File: src/pif_regs.svh
// Register offsets, field positions, masks and reset values for the flag block.
`ifndef PIF_REGS_SVH
`define PIF_REGS_SVH
// ***************************************************************
// Register offsets
// ***************************************************************
`define PIF_ADDR_W 12
`define PIF_OFS_REQ0 12'h70c
`define PIF_OFS_REQ1 12'h70d
`define PIF_OFS_REQ2 12'h70e
`define PIF_OFS_EN0 12'h716
`define PIF_OFS_EN1 12'h717
`define PIF_OFS_EN2 12'h718
`define PIF_OFS_GCTL 12'h00b
// ***************************************************************
// Field positions
// ***************************************************************
`define PIF_B0_TMR0 5
`define PIF_B0_IOC 4
`define PIF_B0_EXT 0
`define PIF_B1_RX 4
`define PIF_B1_TX 3
`define PIF_B2_GATE 5
`define PIF_GC_GLOBAL 7
`define PIF_GC_PERIPH 6
`define PIF_GC_EDGE 0
// ***************************************************************
// Masks and reset values
// ***************************************************************
`define PIF_MASK0 8'h31
`define PIF_MASK1 8'hff
`define PIF_MASK2 8'he0
`define PIF_SWMASK0 8'h21
`define PIF_SWMASK1 8'he7
`define PIF_SWMASK2 8'he0
`define PIF_MASKGC 8'hc1
`define PIF_RST_REQ 8'h00
`define PIF_RST_EN 8'h00
`define PIF_RST_GCTL 8'h01
`endif

File: src/pif_pkg.sv
// Types shared by the flag block.
package pif_pkg;
   // Capture-compare unit operating modes.
   typedef enum logic [1:0] {
      pif_capcomp_capture,
      pif_capcomp_compare,
      pif_capcomp_pwm
   } pif_capcomp_mode_type;
endpackage : pif_pkg

File: src/pif_sync.sv
// Two-flop synchroniser for asynchronous pin inputs.
`timescale 1ns/1ps
module pif_sync #(
   parameter int WIDTH = 1
) (
   input wire logic mclk, // System clock.
   input wire logic sys_rst, // Synchronous reset.
   input wire logic [WIDTH-1:0] din, // Asynchronous input.
   output logic [WIDTH-1:0] dout // Synchronised output.
);
   // ***************************************************************
   // State
   // ***************************************************************
   typedef struct packed {
      logic [WIDTH-1:0] s1; // First stage, read only by the second.
      logic [WIDTH-1:0] s2; // Second stage.
   } pif_sync_state_type;
   pif_sync_state_type st_q; // Registered state.
   pif_sync_state_type st_d; // Next state.

   // Shift the input through both stages.
   always_comb begin
      st_d = st_q;
      st_d.s1 = din;
      st_d.s2 = st_q.s1;
   end

   // Register the state; reset clears both stages.
   always_ff @(posedge mclk) begin
      if (sys_rst) begin
         st_q <= '0;
      end else begin
         st_q <= st_d;
      end
   end

   assign dout = st_q.s2;
endmodule : pif_sync

File: src/pif_edge.sv
// Selectable rising or falling edge detector on a synchronised level.
`timescale 1ns/1ps
module pif_edge (
   input wire logic mclk, // System clock.
   input wire logic sys_rst, // Synchronous reset.
   input wire logic level, // Synchronised level.
   input wire logic rising, // One selects rising edge, zero falling.
   output logic hit // One-cycle pulse on the chosen edge.
);
   // ***************************************************************
   // State
   // ***************************************************************
   typedef struct packed {
      logic prev; // Level one cycle ago.
      logic seen; // Set once the first sample is taken.
   } pif_edge_state_type;
   pif_edge_state_type st_q; // Registered state.
   pif_edge_state_type st_d; // Next state.

   // Track the previous level; no edge is reported before a real sample.
   always_comb begin
      st_d = st_q;
      st_d.prev = level;
      st_d.seen = 1'b1;
   end

   // Register the state.
   always_ff @(posedge mclk) begin
      if (sys_rst) begin
         st_q <= '0;
      end else begin
         st_q <= st_d;
      end
   end

   // Compare the new level with the old one in the chosen direction.
   assign hit = st_q.seen & (rising ? (level & ~st_q.prev) : (~level & st_q.prev));
endmodule : pif_edge

File: src/pif_flags.sv
// Peripheral interrupt request flags, enables and combined request.
`timescale 1ns/1ps
`include "pif_regs.svh"
module pif_flags #(
   parameter int PORT_FLAGS = 25 // Number of per-port pin-change flag bits.
) (
   input wire logic mclk, // System clock, 25 MHz.
   input wire logic sys_rst, // Synchronous reset, active high.
   input wire logic [`PIF_ADDR_W-1:0] reg_addr, // Register address.
   input wire logic [7:0] reg_wdata, // Write data.
   input wire logic reg_wr, // Write strobe.
   input wire logic reg_rd, // Read strobe.
   output logic [7:0] reg_rdata, // Read data, one cycle after strobe.
   input wire logic ext_pin, // Routed external interrupt pin, asynchronous.
   input wire logic timer_zero_ovf, // Timer-zero overflow pulse.
   input wire logic [PORT_FLAGS-1:0] per_port_change_flags, // Port change flags.
   input wire pif_pkg::pif_capcomp_mode_type ccp1_mode, // Capcomp-one mode.
   input wire logic ccp1_capture, // Capcomp-one capture event.
   input wire logic ccp1_match, // Capcomp-one compare match.
   input wire logic ccp1_trail, // Capcomp-one PWM trailing edge.
   input wire pif_pkg::pif_capcomp_mode_type ccp2_mode, // Capcomp-two mode.
   input wire logic ccp2_capture, // Capcomp-two capture event.
   input wire logic ccp2_match, // Capcomp-two compare match.
   input wire logic ccp2_trail, // Capcomp-two PWM trailing edge.
   input wire logic timer_two_evt, // Timer-two event pulse.
   input wire logic timer_one_evt, // Timer-one event pulse.
   input wire logic rx_not_empty, // Receive buffer holds a byte.
   input wire logic tx_empty, // Transmit buffer is empty.
   input wire logic bus_collision_evt, // Bus collision pulse.
   input wire logic serial_port_evt, // Serial port event pulse.
   input wire logic converter_evt, // Conversion done pulse.
   input wire logic memory_done_evt, // Memory operation done pulse.
   input wire logic gate_active, // Timer-one gate level, same clock.
   output logic irq_req // Combined interrupt request.
);
   // ***************************************************************
   // State
   // ***************************************************************
   typedef struct packed {
      logic [7:0] req0; // First request register, sticky bits only.
      logic [7:0] req1; // Second request register, sticky bits only.
      logic [7:0] req2; // Third request register.
      logic [7:0] first_level_enables; // First-level enables.
      logic [7:0] second_level_enables_a; // Second-level enables, group a.
      logic [7:0] second_level_enables_b; // Second-level enables, group b.
      logic [7:0] global_irq_control; // Global control bits.
      logic gate_prev; // Gate level one cycle ago.
      logic [7:0] rdata; // Read data register.
      logic irq; // Combined request register.
   } pif_state_type;
   pif_state_type st_q; // Registered state.
   pif_state_type st_d; // Next state.

   logic ext_sync; // Synchronised external pin.
   logic ext_hit; // Valid edge on the external pin.
   logic [7:0] view0; // First request register as read.
   logic [7:0] view1; // Second request register as read.
   logic [7:0] set0; // Hardware set terms, first register.
   logic [7:0] set1; // Hardware set terms, second register.
   logic [7:0] set2; // Hardware set terms, third register.
   logic ccp1_hit; // Capcomp-one event in its mode.
   logic ccp2_hit; // Capcomp-two event in its mode.
   logic [7:0] wr0; // Write value to first request register.
   logic [7:0] wr1; // Write value to second request register.
   logic [7:0] wr2; // Write value to third request register.

   // ***************************************************************
   // Pin input path
   // ***************************************************************
   // The pin is asynchronous, so it passes two flops first.
   pif_sync #(.WIDTH(1)) u_sync (
      .mclk(mclk),
      .sys_rst(sys_rst),
      .din(ext_pin),
      .dout(ext_sync)
   );

   // Edge direction follows the edge-select bit of the global control.
   pif_edge u_edge (
      .mclk(mclk),
      .sys_rst(sys_rst),
      .level(ext_sync),
      .rising(st_q.global_irq_control[`PIF_GC_EDGE]),
      .hit(ext_hit)
   );

   // ***************************************************************
   // Event decode
   // ***************************************************************
   // Pick the capcomp event that matters in each unit's mode.
   function automatic logic capcomp_event(input pif_pkg::pif_capcomp_mode_type mode,
                                          input logic cap, input logic mat, input logic trl);
      logic r;
      r = 1'b0;
      case (mode)
         pif_pkg::pif_capcomp_capture: r = cap;
         pif_pkg::pif_capcomp_compare: r = mat;
         pif_pkg::pif_capcomp_pwm: r = trl;
         default: r = 1'b0; // The spare encoding raises nothing.
      endcase
      return r;
   endfunction : capcomp_event

   assign ccp1_hit = capcomp_event(ccp1_mode, ccp1_capture, ccp1_match, ccp1_trail);
   assign ccp2_hit = capcomp_event(ccp2_mode, ccp2_capture, ccp2_match, ccp2_trail);

   // Set terms never look at any enable, so polling always works.
   always_comb begin
      set0 = 8'h00;
      set1 = 8'h00;
      set2 = 8'h00;
      set0[`PIF_B0_TMR0] = timer_zero_ovf;
      set0[`PIF_B0_EXT] = ext_hit;
      set1 = {ccp1_hit, timer_two_evt, timer_one_evt, 2'b00,
              bus_collision_evt, serial_port_evt, converter_evt};
      set2[7] = ccp2_hit;
      set2[6] = memory_done_evt;
      set2[`PIF_B2_GATE] = st_q.gate_prev & ~gate_active;
   end

   // ***************************************************************
   // Readable views
   // ***************************************************************
   // Status bits that follow a level are merged in at read time.
   always_comb begin
      view0 = st_q.req0 & `PIF_SWMASK0;
      view0[`PIF_B0_IOC] = |per_port_change_flags;
      view1 = st_q.req1 & `PIF_SWMASK1;
      view1[`PIF_B1_RX] = rx_not_empty;
      view1[`PIF_B1_TX] = tx_empty;
   end

   // Write values for the software-writable bits of each register.
   assign wr0 = (reg_wr && reg_addr == `PIF_OFS_REQ0) ? reg_wdata : st_q.req0;
   assign wr1 = (reg_wr && reg_addr == `PIF_OFS_REQ1) ? reg_wdata : st_q.req1;
   assign wr2 = (reg_wr && reg_addr == `PIF_OFS_REQ2) ? reg_wdata : st_q.req2;

   // ***************************************************************
   // Next-state logic
   // ***************************************************************
   always_comb begin
      st_d = st_q;
      st_d.gate_prev = gate_active;
      // A set in the same cycle as a clearing write wins.
      st_d.req0 = (wr0 | set0) & `PIF_SWMASK0;
      st_d.req1 = (wr1 | set1) & `PIF_SWMASK1;
      st_d.req2 = (wr2 | set2) & `PIF_SWMASK2;
      // Enable and control registers; address decode as an if chain.
      if (reg_wr) begin
         if (reg_addr == `PIF_OFS_EN0) begin
            st_d.first_level_enables = reg_wdata & `PIF_MASK0;
         end else if (reg_addr == `PIF_OFS_EN1) begin
            st_d.second_level_enables_a = reg_wdata & `PIF_MASK1;
         end else if (reg_addr == `PIF_OFS_EN2) begin
            st_d.second_level_enables_b = reg_wdata & `PIF_MASK2;
         end else if (reg_addr == `PIF_OFS_GCTL) begin
            st_d.global_irq_control = reg_wdata & `PIF_MASKGC;
         end
      end
      // Read data stands one cycle after the strobe, zero otherwise.
      st_d.rdata = 8'h00;
      if (reg_rd) begin
         if (reg_addr == `PIF_OFS_REQ0) begin
            st_d.rdata = view0;
         end else if (reg_addr == `PIF_OFS_REQ1) begin
            st_d.rdata = view1;
         end else if (reg_addr == `PIF_OFS_REQ2) begin
            st_d.rdata = st_q.req2;
         end else if (reg_addr == `PIF_OFS_EN0) begin
            st_d.rdata = st_q.first_level_enables;
         end else if (reg_addr == `PIF_OFS_EN1) begin
            st_d.rdata = st_q.second_level_enables_a;
         end else if (reg_addr == `PIF_OFS_EN2) begin
            st_d.rdata = st_q.second_level_enables_b;
         end else if (reg_addr == `PIF_OFS_GCTL) begin
            st_d.rdata = st_q.global_irq_control;
         end else begin
            st_d.rdata = 8'h00;
         end
      end
      // Combined request: first-level needs only global; others need peripheral.
      // Software should clear a stale flag before enabling it, else this fires at once.
      st_d.irq = st_q.global_irq_control[`PIF_GC_GLOBAL] &
                 ((|(view0 & st_q.first_level_enables)) |
                  (st_q.global_irq_control[`PIF_GC_PERIPH] &
                   ((|(view1 & st_q.second_level_enables_a)) |
                    (|(st_q.req2 & st_q.second_level_enables_b)))));
   end

   // Register all state; reset puts every register at its documented value.
   always_ff @(posedge mclk) begin
      if (sys_rst) begin
         st_q.req0 <= `PIF_RST_REQ;
         st_q.req1 <= `PIF_RST_REQ;
         st_q.req2 <= `PIF_RST_REQ;
         st_q.first_level_enables <= `PIF_RST_EN;
         st_q.second_level_enables_a <= `PIF_RST_EN;
         st_q.second_level_enables_b <= `PIF_RST_EN;
         st_q.global_irq_control <= `PIF_RST_GCTL;
         st_q.gate_prev <= 1'b0;
         st_q.rdata <= 8'h00;
         st_q.irq <= 1'b0;
      end else begin
         st_q <= st_d;
      end
   end

   assign reg_rdata = st_q.rdata;
   assign irq_req = st_q.irq;
endmodule : pif_flags

File: config.mk
export PLATFORM = sky130hd
export DESIGN_NAME = pif_flags
export DESIGN_NICKNAME = d
export VERILOG_FILES = /design/src/pif_pkg.sv /design/src/pif_sync.sv /design/src/pif_edge.sv /design/src/pif_flags.sv
export VERILOG_INCLUDE_DIRS = /design/src /design/src/src
export SDC_FILE = /design/constraint.sdc
export NUM_CORES = 1
export LEC_CHECK = 0
export CAP_MARGIN = 0
export CORE_MARGIN = 2
export CORE_UTILIZATION = 40
export CTS_CLUSTER_SIZE = 24
export DETAILED_ROUTE_END_ITERATION = 10
export DONT_BUFFER_PORTS = 1
export GPL_TIMING_DRIVEN = 0
export MAX_ROUTING_LAYER = met4
export PLACE_DENSITY = 0.52
export REMOVE_ABC_BUFFERS = 1
export SYNTH_ARGS = -nofsm -noshare
export SYNTH_HDL_FRONTEND = slang
export SYNTH_SLANG_ARGS = --single-unit
File: constraint.sdc
create_clock -name mclk -period 3.5 [get_ports mclk]
set_input_delay 0.175 -clock mclk [delete_from_list [all_inputs] [get_ports mclk]]
set_output_delay 0.175 -clock mclk [all_outputs]
set_load 0.05 [all_outputs]
==> out/metrics.yaml, run 1 <==
cellPowerDensity_nw_per_um2: 393
cts_inserted_buffers: 5
first_pass_iters: 4
vias: 1770
clockRootBuffer: "clkbuf_8"
rows: 26
grt_max_degree: 34
path_delay_family: "simple AND/OR/NAND/NOR gates"
crit_arrival_ns: 1.82
relSlewSlack: 0.413
first_global_vias: 1652
drtIter0Drc: 153
drt-total-wl_mm: 5.44
drive_gt1_frac: 0.0678
post-dp-hpwl_mm: 4.02
cts.hold.buffers_added: 8
tns_ns: 0
cts-htree-levels: 2
area_growth_pct: 9.24
tightest_slew_ns: 0.874
path_max_fanout: 8
post-place-ws_ns: 1.56
finalMaxSlewViolations: 0
synth.avg_cell_area_um2: 9.09
synthTopCellsByArea: "dfxtp_1, mux2i_1, nor2_1"
final_cells: 306
cp-start-kind: "primary input"
crit_buf_inv: 0
vdd_drop_max_uv: 196
viasPerCell: 5.78
crit_path_max_incr_delay_ns: 0.79
synthTopCellsByCount: "dfxtp_1, mux2i_1, nor2_1"
fmax_ghz: 0.614
gr-usage-all-layers: 0.190
hold_ws_ns: 0.00846
path_class: "primary input to flop"
cts_tree: "done"
layout.area.seq_um2: 841
crit_slowest_cell: "nor4_4"
synth_top_area_frac: 0.390
pin_count: 79
synth_warnings: 0
gp_congestion: 0.816
clockBufferDepth: 2
initial_core_util: 0.419
hold_violations: 0
wire_per_inst_um: 17.8
status: "complete, no violations"
clock_latency_ns: 0.30
ys_seq_elements: 42
dpl_cell_area_um2: 2140
core_um2: 5140
synthCells: 237
timing.final.crit_share: 0.465
finalSetupViolations: 0
die_width_um: 77.4
ant_nets: 0
synthesis.area_um2: 2150
numClockSinks: 42
grt_pass1_wl_mm: 8.53
die_y_um: 77.4
place_inst: 289
antenna_found_initial: 0
maxCapViolations: 0
yosysTopAreaCell: "dfxtp_1"
io_buffer_count: 0
post_cts_resized: 0
globalRoute.totalOverflow: 0
cts_setup_buffers: 0
insertedDiodeCount: 0
required_ns: 3.69
hp-class: "primary input to flop"
min_period_ns: 1.63
final_area_um2: 2350
drc: 0
multi_input_area_um2: 1160
rsz0062_at_grt: "no"
clk_pin_slew_ns: 0.08
yosysUniqueCellTypes: 47
synth_edf_count: 0
path_cells: "or4b_4, nor4_4, mux2i_1, nor2_1"
synth-seq-area-share: 0.390
die_area_um2: 5990
fin_worst_skew_ns: 0.00436
async_flop_share: 0
n_fill_cell: 548
cp-end-kind: "flop"
leakage_nw: 0.946
finalNetCount: 305
synth_top_flop_cell: "dfxtp_1"
layout_setup_ws_ns: 1.87
synth_most_common_cell: "dfxtp_1"
==> routing by layer <==
layer  up-vias  track usage  wire length, µm
met4         0       0.0643               63
met5         -            -                0
met1       799        0.255             2530
li1        876            -                -
met2        88        0.268             2330
met3         7       0.0616              521
==> through the flow <==
stage,power (mW),utilization
floorplan,0.544,-
global placement,0.553,0.417
detailed placement,0.554,0.417
CTS,0.935,0.456
global route,0.962,0.458
finish,0.924,0.458
==> cell usage in the layout (no fill, tap or decap), types with 2 or more instances in the layout <==
cell type	count
nor2b_1	7
nor4b_1	3
dfxtp_1	42
a222oi_1	2
a22oi_1	7
nand2b_1	2
nand2_1	9
nand4_1	11
inv_1	15
nor2_1	25
nor3_1	3
a32oi_1	4
a31oi_1	2
mux2i_1	31
clkbuf_8	8
dlygate4sd3_1	8
and4b_1	4
a211o_1	2
a21oi_1	14
o21ai_0	2
nor4_1	8
nor4bb_1	2
nand3_1	2
==> worst register-to-register path, cell delays in order (launching register included) <==
cell and delay [ns]:
dfxtp_1 0.34, a222oi_1 0.33, inv_1 0.10, a222oi_1 0.21
a311oi_1 0.13
==> where the power goes <==
part | switching, mW | leakage, nW | total [mW] | internal [mW]
Clock | 0.167 | 0.0575 | 0.366 | 0.199
Combinational | 0.0269 | 0.546 | 0.0589 | 0.0321
Sequential | 0.00949 | 0.343 | 0.498 | 0.489
Total | 0.203 | 0.946 | 0.924 | 0.720
==> flip-flops by register name, indices dropped and copies added (netlist names) <==
name,flops
reg_rdata,8
irq_req,1
st_q,29
u_sync.st_d,1
u_sync.dout,1
u_edge.st_q,2
==> path summary, 6_finish.rpt <==
| kind | start | endpoint | slack, ns | cells after the start |
|---|---|---|---|---|
| max | reg_addr[7] | st_q[30] | 1.87 | 4 |
| min | timer_one_evt | st_q[55] | 0.008 | 2 |
| max reg2reg | st_q[55] | irq_req | 2.27 | 4 |
| min reg2reg | u_sync.st_d[0] | u_sync.dout | 0.44 | 1 |
==> layout make-up <==
| class | count | share of cell area |
|---|---|---|
| tap | 70 | 0.0372 |
| sequential | 42 | 0.357 |
| timing repair buffer | 9 | 0.0426 |
| clock buffer | 8 | 0.0468 |
| inverter | 15 | 0.0239 |
| multi-input combinational | 162 | 0.492 |
==> logic make-up after synthesis <==
| family | share of synthesized area |
|---|---|
| muxes | 0.149 |
| buffers and inverters | 0.0721 |
| and+or+nand+nor | 0.241 |
| DFF | 0.390 |
| AOI/OAI and AO/OA | 0.144 |
| xor gates and xnor gates | 0.00407 |
Power figures use the tool's default switching activity.
==> run 2: changes to the inputs <==
==> constraint.sdc (replaced) <==
create_clock -name mclk -period 1.7 [get_ports mclk]
set_input_delay 0.085 -clock mclk [delete_from_list [all_inputs] [get_ports mclk]]
set_output_delay 0.085 -clock mclk [all_outputs]
set_load 0.05 [all_outputs]
==> run 2 against run 1 <==
Compared with the run above: total power increased by 110%; clock skew increased by 0.0010 ns; routed wire length increased by 3.1%; non-clock buffer count increased by 19; core utilization increased by 3.9 points; combinational power increased to 2.9 times the previous value; highest routed layer unchanged.
==> out/metrics.yaml, run 2 (synthesized netlist as in run 1, its figures left out) <==
first_global_vias: 1761
die_width_um: 77.4
insertedDiodeCount: 0
hp-class: "primary input to flop"
grt_pass1_wl_mm: 8.96
cts-htree-levels: 2
first_pass_iters: 4
area_growth_pct: 18.5
largest-register: "st_q"
drt-total-wl_mm: 5.60
mostFrequentLayoutCells: "dfxtp_1, mux2i_1, dlygate4sd3_1"
layout_setup_ws_ns: 0.159
cts_inserted_buffers: 5
rsz0062_at_grt: "no"
clock_latency_ns: 0.30
die_y_um: 77.4
drc: 0
drtIter0Drc: 127
clockBufferDepth: 2
tightest_slew_ns: 0.877
n_fill_cell: 543
hold_violations: 0
initial_core_util: 0.419
finalPower_mw: 1.95
leakage_nw: 1.03
maxCapViolations: 0
post-dp-hpwl_mm: 4.02
ant_nets: 0
status: "complete, no violations"
post-place-ws_ns: -0.147
gr-usage-all-layers: 0.197
io_buffer_count: 0
vias: 1867
fmax_ghz: 0.649
relSlewSlack: 0.411
dpl_cell_area_um2: 2140
min_period_ns: 1.54
clk_pin_slew_ns: 0.08
path_class: "primary input to flop"
final_common_cell: "dfxtp_1"
die_area_um2: 5990
required_ns: 1.89
final_cells: 325
place_inst: 289
path_max_fanout: 8
cp-end-kind: "flop"
finalNetCount: 324
final_area_um2: 2550
grt_max_degree: 35
crit_arrival_ns: 1.74
drive_gt1_frac: 0.0627
cts_tree: "done"
finalSetupViolations: 0
antenna_found_initial: 0
cp-start-kind: "primary input"
gp_congestion: 0.816
cts_setup_buffers: 0
rows: 26
timing.final.crit_share: 0.906
finalMaxSlewViolations: 0
core_um2: 5140
vdd_drop_max_uv: 416
globalRoute.totalOverflow: 0
fin_worst_skew_ns: 0.00535
wire_per_inst_um: 17.2
largest_reg_flops: 29
clockRootBuffer: "clkbuf_8"
viasPerCell: 5.74
pin_count: 79
numClockSinks: 42
cellPowerDensity_nw_per_um2: 765
run 2: per-stage QoR:
stage | TNS (ns) | hold slack, ns | util
2_1_floorplan | 0 | 0.154 | -
6_report | 0 | 0.00112 | 0.496
3_3_place_gp | -2.29 | 0.159 | 0.417
4_1_cts | 0 | 0.00247 | 0.495
3_5_place_dp | -2.17 | 0.160 | 0.417
5_1_grt | 0 | 0.00331 | 0.496
run 2: report_power, final:
part / switching (mW) / total (mW) / internal [mW]
registers: 0.0195 / 1.03 / 1.01
logic: 0.0720 / 0.170 / 0.0976
clock network: 0.346 / 0.756 / 0.410
total: 0.437 / 1.95 / 1.51
run 2: critical path, stage by stage:
cell	delay, ns
or4b_4	0.54
nor4_4	0.79
mux2i_1	0.27
nor2_1	0.05
run 2: final timing paths:
path                  start      endpoint  slack [ns]  cells after the start
max             reg_addr[7]      st_q[30]        0.16                      4
min             reg_addr[0]  reg_rdata[4]       0.001                      2
max reg2reg        st_q[10]      st_q[58]        0.32                      4
min reg2reg  u_sync.st_d[0]   u_sync.dout        0.44                      1
run 2: cell type report:
class | count | area [µm²] | share of cell area
multi-input cells | 162 | 1170 | 0.457
flip-flops and latches | 42 | 841 | 0.330
repair buffers | 28 | 290 | 0.114
clock buffers | 8 | 110 | 0.0432
well taps | 70 | 87.6 | 0.0343
inverters | 15 | 56.3 | 0.0221
run 2: timing repair:
| item | CTS | global route |
|---|---|---|
| endpoints found under the hold margin | 41 | 0 |
| hold buffers | 28 | 0 |
| gates resized for setup | 0 | 1 |
| setup endpoints to repair | 0 | 2 |
run 2: layer usage:
layer	global-route usage	part of all wire
met1	0.262	0.46
met2	0.292	0.45
met3	0.0547	0.077
met4	0.0643	0.011
met5	-	0
==> run 3: changes to the inputs <==
--- a/config.mk
+++ b/config.mk
@@ -13,6 +13,7 @@
 export DETAILED_ROUTE_END_ITERATION = 10
 export DONT_BUFFER_PORTS = 1
 export GPL_TIMING_DRIVEN = 0
+export HOLD_SLACK_MARGIN = 0.1
 export MAX_ROUTING_LAYER = met4
 export PLACE_DENSITY = 0.52
 export REMOVE_ABC_BUFFERS = 1
==> run 3 against run 2 <==
Compared with the run above: core utilization rose by 1.7 points; critical path depth unchanged; sequential power hardly changed; clock skew decreased by 0.0017 ns; routed wire length rose by 3.4%; largest cell class unchanged; highest routed layer unchanged; count of clock-buffer cells in the layout unchanged; design area up 3.4%; maximum frequency rose by 1.4%; cell count grew 2.5%; largest power group unchanged; register-to-register slack is essentially flat; critical endpoint unchanged; sequential share of layout area is 1.1 points lower; die area unchanged.
==> out/metrics.yaml, run 3 (synthesized netlist as in run 1, its figures left out) <==
status: "complete, no violations"
cts-htree-levels: 2
leakage_nw: 1.07
min_period_ns: 1.52
finalSetupViolations: 0
cp-start-kind: "primary input"
timing.final.crit_share: 0.893
gr-usage-all-layers: 0.202
drt-total-wl_mm: 5.79
grt_max_degree: 35
path_cells: "or4b_4, nor4_4, mux2i_1, nor2_1"
die_width_um: 77.4
insertedDiodeCount: 0
clockBufferDepth: 2
timing.rr.start: "st_q[10]"
final_common_cell: "dfxtp_1"
cellPowerDensity_nw_per_um2: 747
area_growth_pct: 22.5
cp-end-kind: "flop"
largest-register: "st_q"
cts_inserted_buffers: 5
drc: 0
largest_reg_flops: 29
fin_worst_skew_ns: 0.00367
hp-class: "primary input to flop"
viasPerCell: 5.63
initial_core_util: 0.419
rsz0062_at_grt: "no"
dpl_cell_area_um2: 2140
vias: 1875
clockRootBuffer: "clkbuf_8"
path_max_fanout: 8
crit_slowest_cell: "nor4_4"
clock_latency_ns: 0.30
core_um2: 5140
die_y_um: 77.4
grt_pass1_wl_mm: 9.17
finalNetCount: 332
mostFrequentLayoutCells: "dfxtp_1, dlygate4sd3_1, mux2i_1"
crit_path_max_incr_delay_ns: 0.77
tightest_slew_ns: 0.845
rows: 26
crit_arrival_ns: 1.71
place_inst: 289
post-dp-hpwl_mm: 4.02
vdd_drop_max_uv: 416
cts_setup_buffers: 0
ant_nets: 0
finalMaxSlewViolations: 0
final_area_um2: 2640
first_global_vias: 1834
maxCapViolations: 0
io_buffer_count: 0
wire_per_inst_um: 17.4
clk_pin_slew_ns: 0.08
startpoint: "reg_addr[7]"
final_cells: 333
drive_gt1_frac: 0.0646
finalPower_mw: 1.97
antenna_found_initial: 0
gp_congestion: 0.816
hold_violations: 0
globalRoute.totalOverflow: 0
min-delay-start: "per_port_change_flags[22]"
pin_count: 79
fmax_ghz: 0.658
die_area_um2: 5990
required_ns: 1.89
first_pass_iters: 4
relSlewSlack: 0.432
numClockSinks: 42
path_class: "primary input to flop"
drtIter0Drc: 127
cts_tree: "done"
## run 3: power breakdown
group | switching, mW | leakage [nW] | internal, mW
combinational | 0.0788 | 0.667 | 0.109
clock | 0.344 | 0.0575 | 0.410
sequential | 0.0199 | 0.343 | 1.01
## run 3: per-stage QoR
stage / util / setup slack [ns] / setup TNS (ns) / hold slack, ns
floorplan: - / 0.0740 / 0 / 0.154
CTS: 0.510 / 0.0313 / 0 / 0.119
global route: 0.513 / 0.0346 / 0 / 0.125
detailed placement: 0.417 / -0.147 / -2.17 / 0.160
finish: 0.513 / 0.181 / 0 / 0.112
global placement: 0.417 / -0.140 / -2.29 / 0.159
## run 3: path summary, 6_finish.rpt
path                                endpoint  slack, ns  cells after the start
worst min register to register   u_sync.dout       0.44                      1
worst max register to register      st_q[58]       0.31                      4
worst min-delay path            reg_rdata[4]       0.11                      4
worst max-delay path                st_q[30]       0.18                      4
## run 3: metal layers
metal  track usage  share of wire
met4        0.0732          0.011
met2         0.299           0.45
met1         0.265           0.46
met3        0.0535          0.073
met5             -              0
## run 3: repair_timing
action                                  4_1_cts  5_1_grt
gates resized for setup                       0        2
endpoints found under the setup margin        0        6
endpoints found under the hold margin        42        0
hold buffers                                 36        0
## run 3: cell type report
type | count | area, µm²
inverter | 15 | 56.3
timing repair buffer | 36 | 370
tap | 70 | 87.6
multi-input combinational | 162 | 1170
sequential | 42 | 841
fill | 534 | 2500
clock buffer | 8 | 110
## run 3: critical path: cells and delay by family
| family | cells | cell delay (ns) |
|---|---|---|
| and+or+nand+nor | 3 | 1.36 |
| muxes | 1 | 0.26 |
